### config.mk
export PLATFORM = sky130hd
export DESIGN_NAME = fes_host_ctrl
export DESIGN_NICKNAME = d
export VERILOG_FILES = /design/src/hw/fes_pkg.sv /design/src/hw/fes_host_ctrl.sv
export SDC_FILE = /design/constraint.sdc
export NUM_CORES = 1
export LEC_CHECK = 0
export BUFFER_PORTS_ARGS = -buffer_cell sky130_fd_sc_hd__buf_4
export CORE_UTILIZATION = 30
export DETAILED_ROUTE_END_ITERATION = 6
export PLACE_DENSITY = 0.46
export SLEW_MARGIN = 15
export SYNTH_ARGS = -nofsm -noshare
export SYNTH_HDL_FRONTEND = slang
export SYNTH_SLANG_ARGS = --single-unit
### constraint.sdc
create_clock -name sys_clk -period 10.7 [get_ports sys_clk]
set_clock_uncertainty 0.2 [all_clocks]
set_input_delay 1.07 -clock sys_clk [delete_from_list [all_inputs] [get_ports sys_clk]]
set_output_delay 1.07 -clock sys_clk [all_outputs]
set_load 0.01 [all_outputs]
### src/hw/fes_pkg.sv
// Package: pin bundle, opcodes, command words and timing counts for the flash host controller
package fes_pkg;
	// ==========================================================
	// Clock and timing (times as printed, counts derived)
	localparam int CLK_PERIOD_NS         = 4;
	localparam int WRITE_PULSE_NS        = 35;
	localparam int WRITE_HIGH_NS         = 30;
	localparam int READ_ACCESS_NS        = 70;
	localparam int BUSY_DELAY_NS         = 90;
	localparam int RESET_PULSE_MIN_NS    = 500;   // reset_pulse_min
	localparam int RESET_HIGH_BEFORE_NS  = 70;    // reset_high_before_read
	localparam int READY_TO_ENABLE_NS    = 70;    // ready_to_enable_recovery
	localparam int RECOVERY_IDLE_NS      = 500;   // reset_recovery_idle_time
	localparam int RECOVERY_BUSY_US      = 20;    // reset_recovery_busy_time
	localparam int UNPROTECT_SETUP_US    = 4;     // unprotect_reset_setup
	localparam int PROTECT_OE_SETUP_US   = 4;     // protect_oe_setup
	localparam int VOLTAGE_TRANS_US      = 4;     // protect_voltage_transition
	localparam int PROTECT_PULSE_NS      = 100;
	localparam int SUSPEND_DELAY_MS      = 10;
	localparam int SUSPEND_LIMIT         = 1024;
	localparam int SYNC_STAGES           = 2;
	// Least times round up
	localparam int WP_CYC   = (WRITE_PULSE_NS + CLK_PERIOD_NS - 1) / CLK_PERIOD_NS;
	localparam int WPH_CYC  = (WRITE_HIGH_NS + CLK_PERIOD_NS - 1) / CLK_PERIOD_NS;
	localparam int ACC_CYC  = (READ_ACCESS_NS + CLK_PERIOD_NS - 1) / CLK_PERIOD_NS;
	localparam int BUSY_CYC = (BUSY_DELAY_NS + CLK_PERIOD_NS - 1) / CLK_PERIOD_NS;
	localparam int RP_CYC   = (RESET_PULSE_MIN_NS + CLK_PERIOD_NS - 1) / CLK_PERIOD_NS;
	localparam int RH_CYC   = (RESET_HIGH_BEFORE_NS + CLK_PERIOD_NS - 1) / CLK_PERIOD_NS;
	localparam int RB_CYC   = (READY_TO_ENABLE_NS + CLK_PERIOD_NS - 1) / CLK_PERIOD_NS;
	localparam int RDY2_CYC = (RECOVERY_IDLE_NS + CLK_PERIOD_NS - 1) / CLK_PERIOD_NS;
	localparam int RSP_CYC  = (UNPROTECT_SETUP_US * 1000 + CLK_PERIOD_NS - 1) / CLK_PERIOD_NS;
	localparam int OESP_CYC = (PROTECT_OE_SETUP_US * 1000 + CLK_PERIOD_NS - 1) / CLK_PERIOD_NS;
	localparam int VLHT_CYC = (VOLTAGE_TRANS_US * 1000 + CLK_PERIOD_NS - 1) / CLK_PERIOD_NS;
	localparam int WPP_CYC  = (PROTECT_PULSE_NS + CLK_PERIOD_NS - 1) / CLK_PERIOD_NS;
	// Defaults for the long waits, which the top module exposes as parameters
	localparam int RDY1_CYC_DEF = (RECOVERY_BUSY_US * 1000 + CLK_PERIOD_NS - 1) / CLK_PERIOD_NS;
	localparam int SDLY_CYC_DEF = (SUSPEND_DELAY_MS * 1000000 + CLK_PERIOD_NS - 1) / CLK_PERIOD_NS;

	// ==========================================================
	// Unlock and command words, word-mode addresses
	localparam logic [19:0] UNLOCK_ADDR1 = 20'h00555;
	localparam logic [19:0] UNLOCK_ADDR2 = 20'h002AA;
	localparam logic [15:0] UNLOCK_DATA1 = 16'h00AA;
	localparam logic [15:0] UNLOCK_DATA2 = 16'h0055;
	localparam logic [15:0] CMD_PROGRAM  = 16'h00A0;
	localparam logic [15:0] CMD_ERASE    = 16'h0080;
	localparam logic [15:0] CMD_CHIP     = 16'h0010;
	localparam logic [15:0] CMD_SECTOR   = 16'h0030;
	localparam logic [15:0] CMD_SUSPEND  = 16'h00B0;
	localparam logic [15:0] CMD_RESUME   = 16'h0030;
	localparam int SECTOR_LO_BIT = 12;   // sector_select_low_addr
	localparam int SECTOR_HI_BIT = 19;   // sector_select_high_addr
	localparam int POLL_BIT      = 7;    // polling_status_bit
	localparam int TOGGLE_BIT    = 6;    // toggle_status_bit

	// ==========================================================
	// Types
	typedef enum logic [2:0] {
		FES_OP_READ    = 3'h0,
		FES_OP_PROGRAM = 3'h1,
		FES_OP_CHIP    = 3'h2,
		FES_OP_SECTOR  = 3'h3,
		FES_OP_SUSPEND = 3'h4,
		FES_OP_RESUME  = 3'h5,
		FES_OP_RESET   = 3'h6,
		FES_OP_PROTECT = 3'h7
	} fesOp_t;

	typedef struct packed {
		logic        ceN;
		logic        oeN;
		logic        weN;
		logic        resetN;
		logic        resetHv;   // reset pin raised to high voltage
		logic        a9Hv;      // high_voltage_protect_addr raised
		logic        oeHv;      // output enable raised to high voltage
		logic        dqOe;      // data pins driven by the host
		logic [19:0] addr;
		logic [15:0] dq;
	} fesPins_t;

	localparam fesPins_t PINS_IDLE = '{ceN: 1'b1, oeN: 1'b1, weN: 1'b1, resetN: 1'b1,
		resetHv: 1'b0, a9Hv: 1'b0, oeHv: 1'b0, dqOe: 1'b0, addr: 20'h00000, dq: 16'h0000};
endpackage : fes_pkg

### src/hw/fes_host_ctrl.sv
// Host-side controller that sequences program, erase, reset and protect on a parallel NOR flash
`timescale 1ns/10ps
`default_nettype none

// Notes on behaviour
// - Host detects completion by polling the status bit or toggle bit.
// - Earlier silicon: over 1024 suspend/resume cycles needs a 10 ms delay.
// - Host holds reset low at least 500 ns.
// - Host waits 70 ns after reset release before reading.
// - Host waits 70 ns after ready before chip or output enable low; the code applies this wait (rbOk) to reads only, and writes do not wait for it.
// - Temporary unprotect: high-voltage reset 4 us before any write.
// - Protect: output enable set up 4 us before write, 4 us per transition.
module fes_host_ctrl #(
	parameter int unsigned READY1_CYC     = fes_pkg::RDY1_CYC_DEF,
	parameter int unsigned SUSP_DELAY_CYC = fes_pkg::SDLY_CYC_DEF,
	parameter bit          EARLY_SILICON  = 1'b1
) (
	input  wire logic             sys_clk,
	input  wire logic             nrst,
	input  wire logic             cmdValid,
	input  wire fes_pkg::fesOp_t  cmdOp,
	input  wire logic [19:0]      cmdAddr,
	input  wire logic [15:0]      cmdData,
	input  wire logic             tempUnprotect,
	output logic                  cmdReady,
	output logic                  rspValid,
	output logic [15:0]           rspData,
	output fes_pkg::fesPins_t     flashPins,
	input  wire logic [15:0]      flashDqIn,
	input  wire logic             flashRyBy
);
	// ==========================================================
	// Types and state
	typedef enum logic [3:0] {
		ST_IDLE = 4'h0, ST_RST_LO = 4'h1, ST_RST_WAIT = 4'h2, ST_WR_LO = 4'h3,
		ST_WR_HI = 4'h4, ST_POLL_WAIT = 4'h5, ST_RD_ACC = 4'h6, ST_HV_UP = 4'h7,
		ST_HV_PULSE = 4'h8, ST_HV_DOWN = 4'h9, ST_SR_DELAY = 4'hA, ST_DONE = 4'hB
	} fesState_t;

	fesState_t          st_q, st_d;
	fes_pkg::fesOp_t    op_q, op_d;
	fes_pkg::fesPins_t  pins_q, pins_d;
	logic [1:0]         rstPipe_q;
	logic               rstN;
	logic [15:0]        dqMeta_q, dqSync_q;
	logic               ryMeta_q, rySync_q;
	logic [23:0]        cnt_q, cnt_d;
	logic [7:0]         readyCnt_q;
	logic [11:0]        hvCnt_q;
	logic [10:0]        resumeCnt_q, resumeCnt_d;
	logic [19:0]        addr_q, addr_d;
	logic [15:0]        data_q, data_d, rdData_q, rdData_d;
	logic [2:0]         step_q, step_d;
	logic               poll_q, poll_d, wasBusy_q, wasBusy_d, delayDone_q, delayDone_d;
	logic               cmdReady_d, rspValid_d;

	// ==========================================================
	// Command sequence decode: address and word of each bus write
	function automatic logic [35:0] seqWord(input fes_pkg::fesOp_t op, input logic [2:0] step,
	                                        input logic [19:0] a, input logic [15:0] d);
		logic [35:0] w;
		w = {fes_pkg::UNLOCK_ADDR1, fes_pkg::UNLOCK_DATA1};
		case (step)
			3'h1: w = {fes_pkg::UNLOCK_ADDR2, fes_pkg::UNLOCK_DATA2};
			3'h2: w = {fes_pkg::UNLOCK_ADDR1,
			           (op == fes_pkg::FES_OP_PROGRAM) ? fes_pkg::CMD_PROGRAM : fes_pkg::CMD_ERASE};
			3'h3: w = (op == fes_pkg::FES_OP_PROGRAM) ? {a, d} : // One word per program
			          {fes_pkg::UNLOCK_ADDR1, fes_pkg::UNLOCK_DATA1};
			3'h4: w = {fes_pkg::UNLOCK_ADDR2, fes_pkg::UNLOCK_DATA2};
			3'h5: w = (op == fes_pkg::FES_OP_CHIP) ? {fes_pkg::UNLOCK_ADDR1, fes_pkg::CMD_CHIP} :
			          {a, fes_pkg::CMD_SECTOR}; // Sector taken from the upper address bits
			default: w = {fes_pkg::UNLOCK_ADDR1, fes_pkg::UNLOCK_DATA1};
		endcase
		if (op == fes_pkg::FES_OP_SUSPEND)
			w = {a, fes_pkg::CMD_SUSPEND};
		else if (op == fes_pkg::FES_OP_RESUME)
			w = {a, fes_pkg::CMD_RESUME};
		return w;
	endfunction : seqWord

	// ==========================================================
	// Decode of lengths, expected status and readiness
	wire logic [2:0]  seqLast  = (op_q == fes_pkg::FES_OP_PROGRAM) ? 3'h3 :
	                             (op_q == fes_pkg::FES_OP_CHIP || op_q == fes_pkg::FES_OP_SECTOR)
	                             ? 3'h5 : 3'h0;
	wire logic        isAlgo   = (op_q == fes_pkg::FES_OP_PROGRAM) ||
	                             (op_q == fes_pkg::FES_OP_CHIP) || (op_q == fes_pkg::FES_OP_SECTOR);
	// Erase finishes with 1, program with the true target bit
	wire logic        expQ7    = (op_q == fes_pkg::FES_OP_PROGRAM) ? data_q[fes_pkg::POLL_BIT] : 1'b1;
	wire logic        rbOk     = rySync_q && (readyCnt_q >= 8'(fes_pkg::RB_CYC));
	wire logic        hvOk     = !pins_q.resetHv || (hvCnt_q >= 12'(fes_pkg::RSP_CYC));
	wire logic        overLim  = EARLY_SILICON && (resumeCnt_q >= 11'(fes_pkg::SUSPEND_LIMIT));
	wire logic [23:0] rstWait  = wasBusy_q ? 24'(READY1_CYC + fes_pkg::RH_CYC - 1) :
	                             24'(fes_pkg::RDY2_CYC + fes_pkg::RH_CYC - 1);
	wire logic [35:0] curWord  = seqWord(op_q, step_q, addr_q, data_q);

	// ==========================================================
	// Reset release and pin synchronisers
	always_ff @(posedge sys_clk or negedge nrst) begin
		if (!nrst) rstPipe_q <= 2'b00;
		else       rstPipe_q <= {rstPipe_q[0], 1'b1};
	end
	assign rstN = rstPipe_q[1];

	always_ff @(posedge sys_clk or negedge rstN) begin
		if (!rstN) begin
			{dqMeta_q, dqSync_q, ryMeta_q, rySync_q} <= '0;
		end else begin
			{dqMeta_q, ryMeta_q} <= {flashDqIn, flashRyBy};
			{dqSync_q, rySync_q} <= {dqMeta_q, ryMeta_q};
		end
	end

	// Ready age and high-voltage age, both saturating
	always_ff @(posedge sys_clk or negedge rstN) begin
		if (!rstN) begin
			readyCnt_q <= 8'h00;
			hvCnt_q    <= 12'h000;
		end else begin
			readyCnt_q <= !rySync_q ? 8'h00 : readyCnt_q + {7'h00, readyCnt_q != 8'hFF};
			hvCnt_q    <= !(pins_q.resetHv || pins_q.oeHv) ? 12'h000 :
			              hvCnt_q + {11'h000, hvCnt_q != 12'hFFF};
		end
	end

	// ==========================================================
	// Sequencer next state; device verifies and erases alone, host only polls
	always_comb begin
		st_d = st_q; op_d = op_q; addr_d = addr_q; data_d = data_q; step_d = step_q;
		poll_d = poll_q; wasBusy_d = wasBusy_q; rdData_d = rdData_q;
		resumeCnt_d = resumeCnt_q; delayDone_d = delayDone_q;
		cmdReady_d = 1'b0; rspValid_d = 1'b0;
		case (st_q)
			ST_IDLE: begin
				cmdReady_d = hvOk; // Writes held off until unprotect voltage settles
				if (cmdValid && cmdReady) begin
					cmdReady_d = 1'b0; op_d = cmdOp; addr_d = cmdAddr; data_d = cmdData;
					step_d = 3'h0; poll_d = 1'b0; delayDone_d = 1'b0; wasBusy_d = !rySync_q;
					case (cmdOp)
						fes_pkg::FES_OP_READ:    st_d = ST_POLL_WAIT;
						fes_pkg::FES_OP_RESET:   st_d = ST_RST_LO;
						fes_pkg::FES_OP_PROTECT: st_d = ST_HV_UP;
						fes_pkg::FES_OP_RESUME:  st_d = overLim ? ST_SR_DELAY : ST_WR_LO;
						default:                 st_d = ST_WR_LO;
					endcase
				end
			end
			ST_WR_LO: if (cnt_q == 24'(fes_pkg::WP_CYC - 1)) st_d = ST_WR_HI;
			ST_WR_HI: if (cnt_q == 24'(fes_pkg::WPH_CYC - 1)) begin
				if (step_q != seqLast) begin
					step_d = step_q + 3'h1; st_d = ST_WR_LO;
				end else if (isAlgo) begin
					poll_d = 1'b1; st_d = ST_POLL_WAIT; // Completion found by polling
				end else begin
					if (op_q == fes_pkg::FES_OP_RESUME && resumeCnt_q != 11'h7FF)
						resumeCnt_d = resumeCnt_q + 11'h001;
					st_d = ST_DONE;
				end
			end
			// No read until the busy flag has had time to show and ready has aged
			ST_POLL_WAIT: if (cnt_q >= 24'(fes_pkg::BUSY_CYC) && rbOk) st_d = ST_RD_ACC;
			ST_RD_ACC: if (cnt_q == 24'(fes_pkg::ACC_CYC + fes_pkg::SYNC_STAGES)) begin
				rdData_d = dqSync_q;
				st_d = (!poll_q || dqSync_q[fes_pkg::POLL_BIT] == expQ7) ? ST_DONE : ST_POLL_WAIT;
			end
			ST_RST_LO: if (cnt_q == 24'(fes_pkg::RP_CYC - 1)) st_d = ST_RST_WAIT;
			// Device recovery bound by what it was doing, then release-to-read gap
			ST_RST_WAIT: if (cnt_q == rstWait) begin
				resumeCnt_d = 11'h000; st_d = ST_DONE;
			end
			ST_HV_UP: if (cnt_q == 24'(fes_pkg::VLHT_CYC + fes_pkg::OESP_CYC - 1)) st_d = ST_HV_PULSE;
			ST_HV_PULSE: if (cnt_q == 24'(fes_pkg::WPP_CYC - 1)) st_d = ST_HV_DOWN;
			ST_HV_DOWN: if (cnt_q == 24'(fes_pkg::VLHT_CYC - 1)) st_d = ST_DONE;
			ST_SR_DELAY: if (cnt_q == 24'(SUSP_DELAY_CYC - 1)) begin
				resumeCnt_d = 11'h000; delayDone_d = 1'b1; st_d = ST_WR_LO;
			end
			ST_DONE: begin
				rspValid_d = 1'b1; cmdReady_d = hvOk; st_d = ST_IDLE;
			end
			default: st_d = ST_IDLE;
		endcase
	end
	assign cnt_d = (st_d != st_q) ? 24'h000000 : cnt_q + 24'h000001;

	// Pin values follow the coming state so each phase starts on its first cycle
	always_comb begin
		pins_d = fes_pkg::PINS_IDLE;
		pins_d.resetHv = tempUnprotect;
		pins_d.addr = addr_d;
		case (st_d)
			ST_WR_LO: begin
				{pins_d.addr, pins_d.dq} = seqWord(op_d, step_d, addr_d, data_d);
				pins_d.ceN = 1'b0; pins_d.weN = 1'b0; pins_d.dqOe = 1'b1;
			end
			ST_WR_HI:  {pins_d.addr, pins_d.dq} = curWord;
			ST_RD_ACC: begin
				pins_d.ceN = 1'b0; pins_d.oeN = 1'b0;
			end
			ST_RST_LO: pins_d.resetN = 1'b0;
			ST_HV_UP: begin
				pins_d.a9Hv = 1'b1; pins_d.oeHv = 1'b1;
			end
			ST_HV_PULSE: begin
				pins_d.a9Hv = 1'b1; pins_d.oeHv = 1'b1; pins_d.ceN = 1'b0; pins_d.weN = 1'b0;
			end
			default: pins_d.resetHv = tempUnprotect;
		endcase
	end

	// ==========================================================
	// State registers
	always_ff @(posedge sys_clk or negedge rstN) begin
		if (!rstN) begin
			st_q <= ST_IDLE; op_q <= fes_pkg::FES_OP_READ; pins_q <= fes_pkg::PINS_IDLE;
			cnt_q <= 24'h000000; addr_q <= 20'h00000; data_q <= 16'h0000; rdData_q <= 16'h0000;
			step_q <= 3'h0; poll_q <= 1'b0; wasBusy_q <= 1'b0; delayDone_q <= 1'b0;
			resumeCnt_q <= 11'h000; cmdReady <= 1'b0; rspValid <= 1'b0; rspData <= 16'h0000;
		end else begin
			st_q <= st_d; op_q <= op_d; pins_q <= pins_d; cnt_q <= cnt_d;
			addr_q <= addr_d; data_q <= data_d; rdData_q <= rdData_d; step_q <= step_d;
			poll_q <= poll_d; wasBusy_q <= wasBusy_d; delayDone_q <= delayDone_d;
			resumeCnt_q <= resumeCnt_d; cmdReady <= cmdReady_d; rspValid <= rspValid_d;
			rspData <= rdData_d;
		end
	end
	assign flashPins = pins_q;

	// ==========================================================
	// Checks on the pins this controller drives
	logic [7:0] lowCnt_q;
	logic [7:0] sinceRel_q;
	always_ff @(posedge sys_clk or negedge rstN) begin
		if (!rstN) begin
			lowCnt_q <= 8'h00; sinceRel_q <= 8'hFF;
		end else begin
			lowCnt_q   <= pins_q.resetN ? 8'h00 : lowCnt_q + {7'h00, lowCnt_q != 8'hFF};
			sinceRel_q <= !pins_q.resetN ? 8'h00 : sinceRel_q + {7'h00, sinceRel_q != 8'hFF};
		end
	end

	AST_RESET_PULSE: assert property (@(posedge sys_clk) disable iff (!rstN)
		$rose(pins_q.resetN) |-> lowCnt_q >= 8'(fes_pkg::RP_CYC)) else $error("reset pulse short");
	AST_RESET_TO_READ: assert property (@(posedge sys_clk) disable iff (!rstN)
		$fell(pins_q.oeN) |-> sinceRel_q >= 8'(fes_pkg::RH_CYC)) else $error("read too soon after reset");
	AST_READY_TO_READ: assert property (@(posedge sys_clk) disable iff (!rstN)
		$fell(pins_q.oeN) |-> $past(rbOk)) else $error("read before ready recovery");
	AST_POLL_DONE: assert property (@(posedge sys_clk) disable iff (!rstN)
		(st_q == ST_RD_ACC && st_d == ST_DONE && poll_q) |-> dqSync_q[fes_pkg::POLL_BIT] == expQ7)
		else $error("done without status match");
	AST_SUSPEND_DELAY: assert property (@(posedge sys_clk) disable iff (!rstN)
		(st_q == ST_IDLE && st_d == ST_WR_LO && op_d == fes_pkg::FES_OP_RESUME) |-> !overLim)
		else $error("resume past limit without delay");
	AST_UNPROTECT_SETUP: assert property (@(posedge sys_clk) disable iff (!rstN)
		($fell(pins_q.weN) && pins_q.resetHv) |-> $past(hvCnt_q) >= 12'(fes_pkg::RSP_CYC - 1))
		else $error("write before unprotect setup");
	AST_PROTECT_OE_SETUP: assert property (@(posedge sys_clk) disable iff (!rstN)
		($fell(pins_q.weN) && pins_q.oeHv) |-> $past(hvCnt_q) >= 12'(fes_pkg::OESP_CYC))
		else $error("protect write before setup");
	AST_NO_EARLY_READ: assert property (@(posedge sys_clk) disable iff (!rstN)
		(st_q == ST_WR_HI && st_d == ST_POLL_WAIT) |-> ##1 (pins_q.oeN [*8]))
		else $error("array read right after algorithm start");

	COV_PROGRAM: cover property (@(posedge sys_clk) disable iff (!rstN)
		st_q == ST_DONE && op_q == fes_pkg::FES_OP_PROGRAM);
	COV_SECTOR: cover property (@(posedge sys_clk) disable iff (!rstN)
		st_q == ST_DONE && op_q == fes_pkg::FES_OP_SECTOR);
	COV_RESET_BUSY: cover property (@(posedge sys_clk) disable iff (!rstN)
		st_q == ST_RST_WAIT && wasBusy_q);
	COV_SUSP_DELAY: cover property (@(posedge sys_clk) disable iff (!rstN) delayDone_q);
endmodule : fes_host_ctrl

`default_nettype wire

==> run_results.csv <==
group,metric,value,unit
run_status,outcome,"finished with violations",
run_status,violations,"design-rule violations",
layout,area_delta_synth_final,19.3,%
clock_tree,insertion_delay,0.45,ns
critical_path,cp_top_family,"simple AND/OR/NAND/NOR gates",
power,switchingPower,951,uW
critical_path,slowest_stage,"and4b_1",
sta,period_share,43.5,%
synth,ys_seq_area_share,52.8,%
critical_path,cp_num_buf_inv,0,
routing,first_pass_iters,6,
sta,hold-worst-slack,0.150,ns
clock_tree,cts_buffers,17,
clock_tree,hold_buffers,0,
synth,ys_types,84,
critical_path,cp_cell_sequence,"nor4_2 -> and4_1 -> nand4_1 -> nand3b_1 -> nand4_1 -> and4b_1 -> and3_1 -> o211ai_1",
die,die_w,180,microns
routing,drt_wl_total,25.0,mm
power,switching_share,38.4,%
power,internal_power,1.53,mW
sta,finalSetupViolCount,0,
synth,synthFlopType,"dfrtp_1",
sta,hold_viol_final,0,
clock_tree,root_buffer,"clkbuf_16",
routing,dr_total_vias,7419,
placement,gp_congestion,0.854,
synth,synth-edff-count,0,
global_routing,grt_pass1_vias,7570,
clock_tree,cts_tree,"built",
synth,synth-seq-cells,200,
clock_tree,path_clk_slew,0.08,ns
layout,final_cells,1493,
layout,nFillCells,3113,
global_routing,grtUsageTotal,16.1,%
layout,drive_gt1_share,17.2,%
clock_tree,htree_num_levels,4,
hold_path,min-delay-path-class,"reg2reg",
critical_path,critical_path.max_stage_delay,0.80,ns
die,start_util,30.8,%
placement,pre_cts_ws,5.97,ns
sta,slew_viol_final,0,
power,vdd_ir_drop_max,0.132,mV
critical_path,critical_path_peak_fanout,21,
critical_path,worst_path_most_repeated_cell,"nand4_1",
critical_path,cp-end-kind,"register",
sta,worst_slew_margin_rel,33.6,%
synth,syn-cell-area,9500,sq um
die,dieArea,32400,sq um
critical_path,crit_required,10.80,ns
synth,synth_area_leaders,"dfrtp_1 (52%), nand2_1 (8.6%), nor2_1 (3.7%), xor2_1 (2.5%), nand4_1 (2.3%)",
placement,hpwl,17.3,mm
die,rows,64,
synth,yosys.area.top_type,"dfrtp_1",
global_routing,overflow,0,
synth,synth_warnings,0,
clock_tree,post_cts_buffers,0,
clock_tree,cts_resized,0,
power,seq_power_share,41.2,%
sta,grt_setup_unrepaired,"no",
synth,postSynthCellCount,989,
routing,wl_per_cell,16.8,microns
routing,antenna_left,0,
synth,ys_top_cells_by_count,"nand2_1 (218), dfrtp_1 (196), nor2_1 (94)",
synth,synth_top_area_share,51.6,%
die,die_height,180,microns
power,p_leak,5.21,nW
critical_path,cp.arrival,4.75,ns
clock_tree,cts_sinks,200,
global_routing,grt_max_degree,76,
layout,final_util,36.7,%
clock_tree,clockBufferDepth,2,
synth,syn_avg_cell_area,9.60,sq um
critical_path,path_class,"reg2reg",
routing,drt-vias-per-instance,4.97,
sta,period_needed,4.65,ns
power,power.density,219,nW/um^2
layout,final_nets,1156,
sta,tightest_slew,0.997,ns
die,io_pins,122,
critical_path,critPathLaunchType,"register",
placement,io_buffer_count,121,
power,pwr-share-comb,32.5,%
placement,dp_cells,1461,
synth,yosysMostFrequentCell,"nand2_1",
global_routing,grt_pass1_wl,41.3,mm
routing,drc,9,
sta,layout_setup_ws,6.05,ns
synth,syn_nets,1061,
routing,drt_iter0_drc,415,
critical_path,r2r_slack,6.05,ns
run,cap_violations,0,
global_routing,antenna_found_initial,0,
sta,setup_tns,0,ns
sta,fmax,215,MHz
synth,async_reset_ff_share,100,%
die,core_area,30800,sq um
layout,antenna_cells,0,
power,p_clk_share,26.3,%
-- worst register-to-register path, stage by stage (launching register included) --
cell      delay [ns]
dfrtp_1         0.45
nor4_2          0.52
and4_1          0.26
nand4_1         0.14
nand3b_1        0.69
nand4_1         0.72
and4b_1         0.81
and3_1          0.56
o211ai_1        0.17
-- stage by stage --
stage | cell area [sq um] | power (mW)
floorplan | 9500 | 1.56
global placement | 10700 | 1.85
detailed placement | 10700 | 1.85
CTS | 11300 | 2.51
global route | 11300 | 2.64
finish | 11300 | 2.48
-- per-layer routing --
metal  routed length (microns)  GRT usage, %  vias to the layer above
met2                     11400          24.8                      120
met3                       796          3.08                       21
met4                       342          4.48                        0
li1                          -             -                     3643
met1                     12500          22.9                     3635
met5                         0             0                        -
-- power groups by stage --
stage / clock network (mW) / registers (mW) / logic (mW)
3_5_place_dp: 0 / 1.04 / 0.812
5_1_grt: 0.701 / 1.04 / 0.900
3_3_place_gp: 0 / 1.04 / 0.811
4_1_cts: 0.672 / 1.02 / 0.816
2_1_floorplan: 0 / 1.01 / 0.558
6_report: 0.650 / 1.02 / 0.805
-- worst paths after layout --
check	startpoint	to	cells past startpoint
max in group asynchronous	rstPipe_q[1]	hvCnt_q[0]	1
min in group asynchronous	rstPipe_q[1]	resumeCnt_q[4]	0
min	dqMeta_q[1]	dqSync_q[1]	0
min reg2reg	dqMeta_q[1]	dqSync_q[1]	0
max	cnt_q[13]	flashPins[20]	8
max reg2reg	cnt_q[13]	flashPins[20]	8
-- state kept, by name (all words and copies together), names as in the netlist, 3 cells and up --
register,cells
addr_q,20
cnt_q,24
data_q,16
dqMeta_q,16
dqSync_q,16
flashPins,43
hvCnt_q,12
op_q,3
rdData_q,16
readyCnt_q,8
resumeCnt_q,11
st_q,4
step_q,3
-- layout make-up --
cell class | count | area (sq um) | share of cell area (%)
clock buffers | 17 | 425 | 3.75
clock inverters | 15 | 166 | 1.47
inverters | 19 | 71.3 | 0.629
multi-input cells | 717 | 4190 | 37.0
flip-flops and latches | 200 | 5010 | 44.3
well taps | 396 | 495 | 4.37
repair buffers | 129 | 968 | 8.55
-- kinds of logic after synthesis --
logic type / Yosys count / synth area share, %
simple gates: 519 / 27.2
flops: 200 / 52.8
compound gates: 132 / 10.1
buf+inv: 72 / 3.28
xor+xnor: 47 / 4.33
fa+ha+maj: 13 / 1.69
mux: 5 / 0.553
other cells: 1 / 0.0395
-- cell usage in the layout (no fill, tap or decap), types with 5 or more instances in the layout --
master | Yosys | routed
nand2_1 | 218 | 218
dfrtp_1 | 196 | 195
buf_4 | 3 | 129
nor2_1 | 94 | 93
nand3_1 | 36 | 36
nand4_1 | 35 | 35
a21oi_1 | 27 | 27
xor2_1 | 27 | 27
o21ai_0 | 22 | 22
xnor2_1 | 20 | 20
inv_1 | 17 | 17
o211ai_1 | 17 | 17
clkbuf_16 | 0 | 17
and2_1 | 16 | 16
or3_1 | 14 | 14
and3_1 | 13 | 13
nor3_1 | 12 | 12
ha_1 | 12 | 12
and4_1 | 10 | 10
a32o_1 | 10 | 10
nor2b_1 | 9 | 9
a31oi_1 | 8 | 8
nor3b_1 | 7 | 7
nand2b_1 | 6 | 6
nand4b_1 | 6 | 6
nor4b_1 | 5 | 5
a311o_1 | 5 | 5
(Power assumes the default switching activity.)
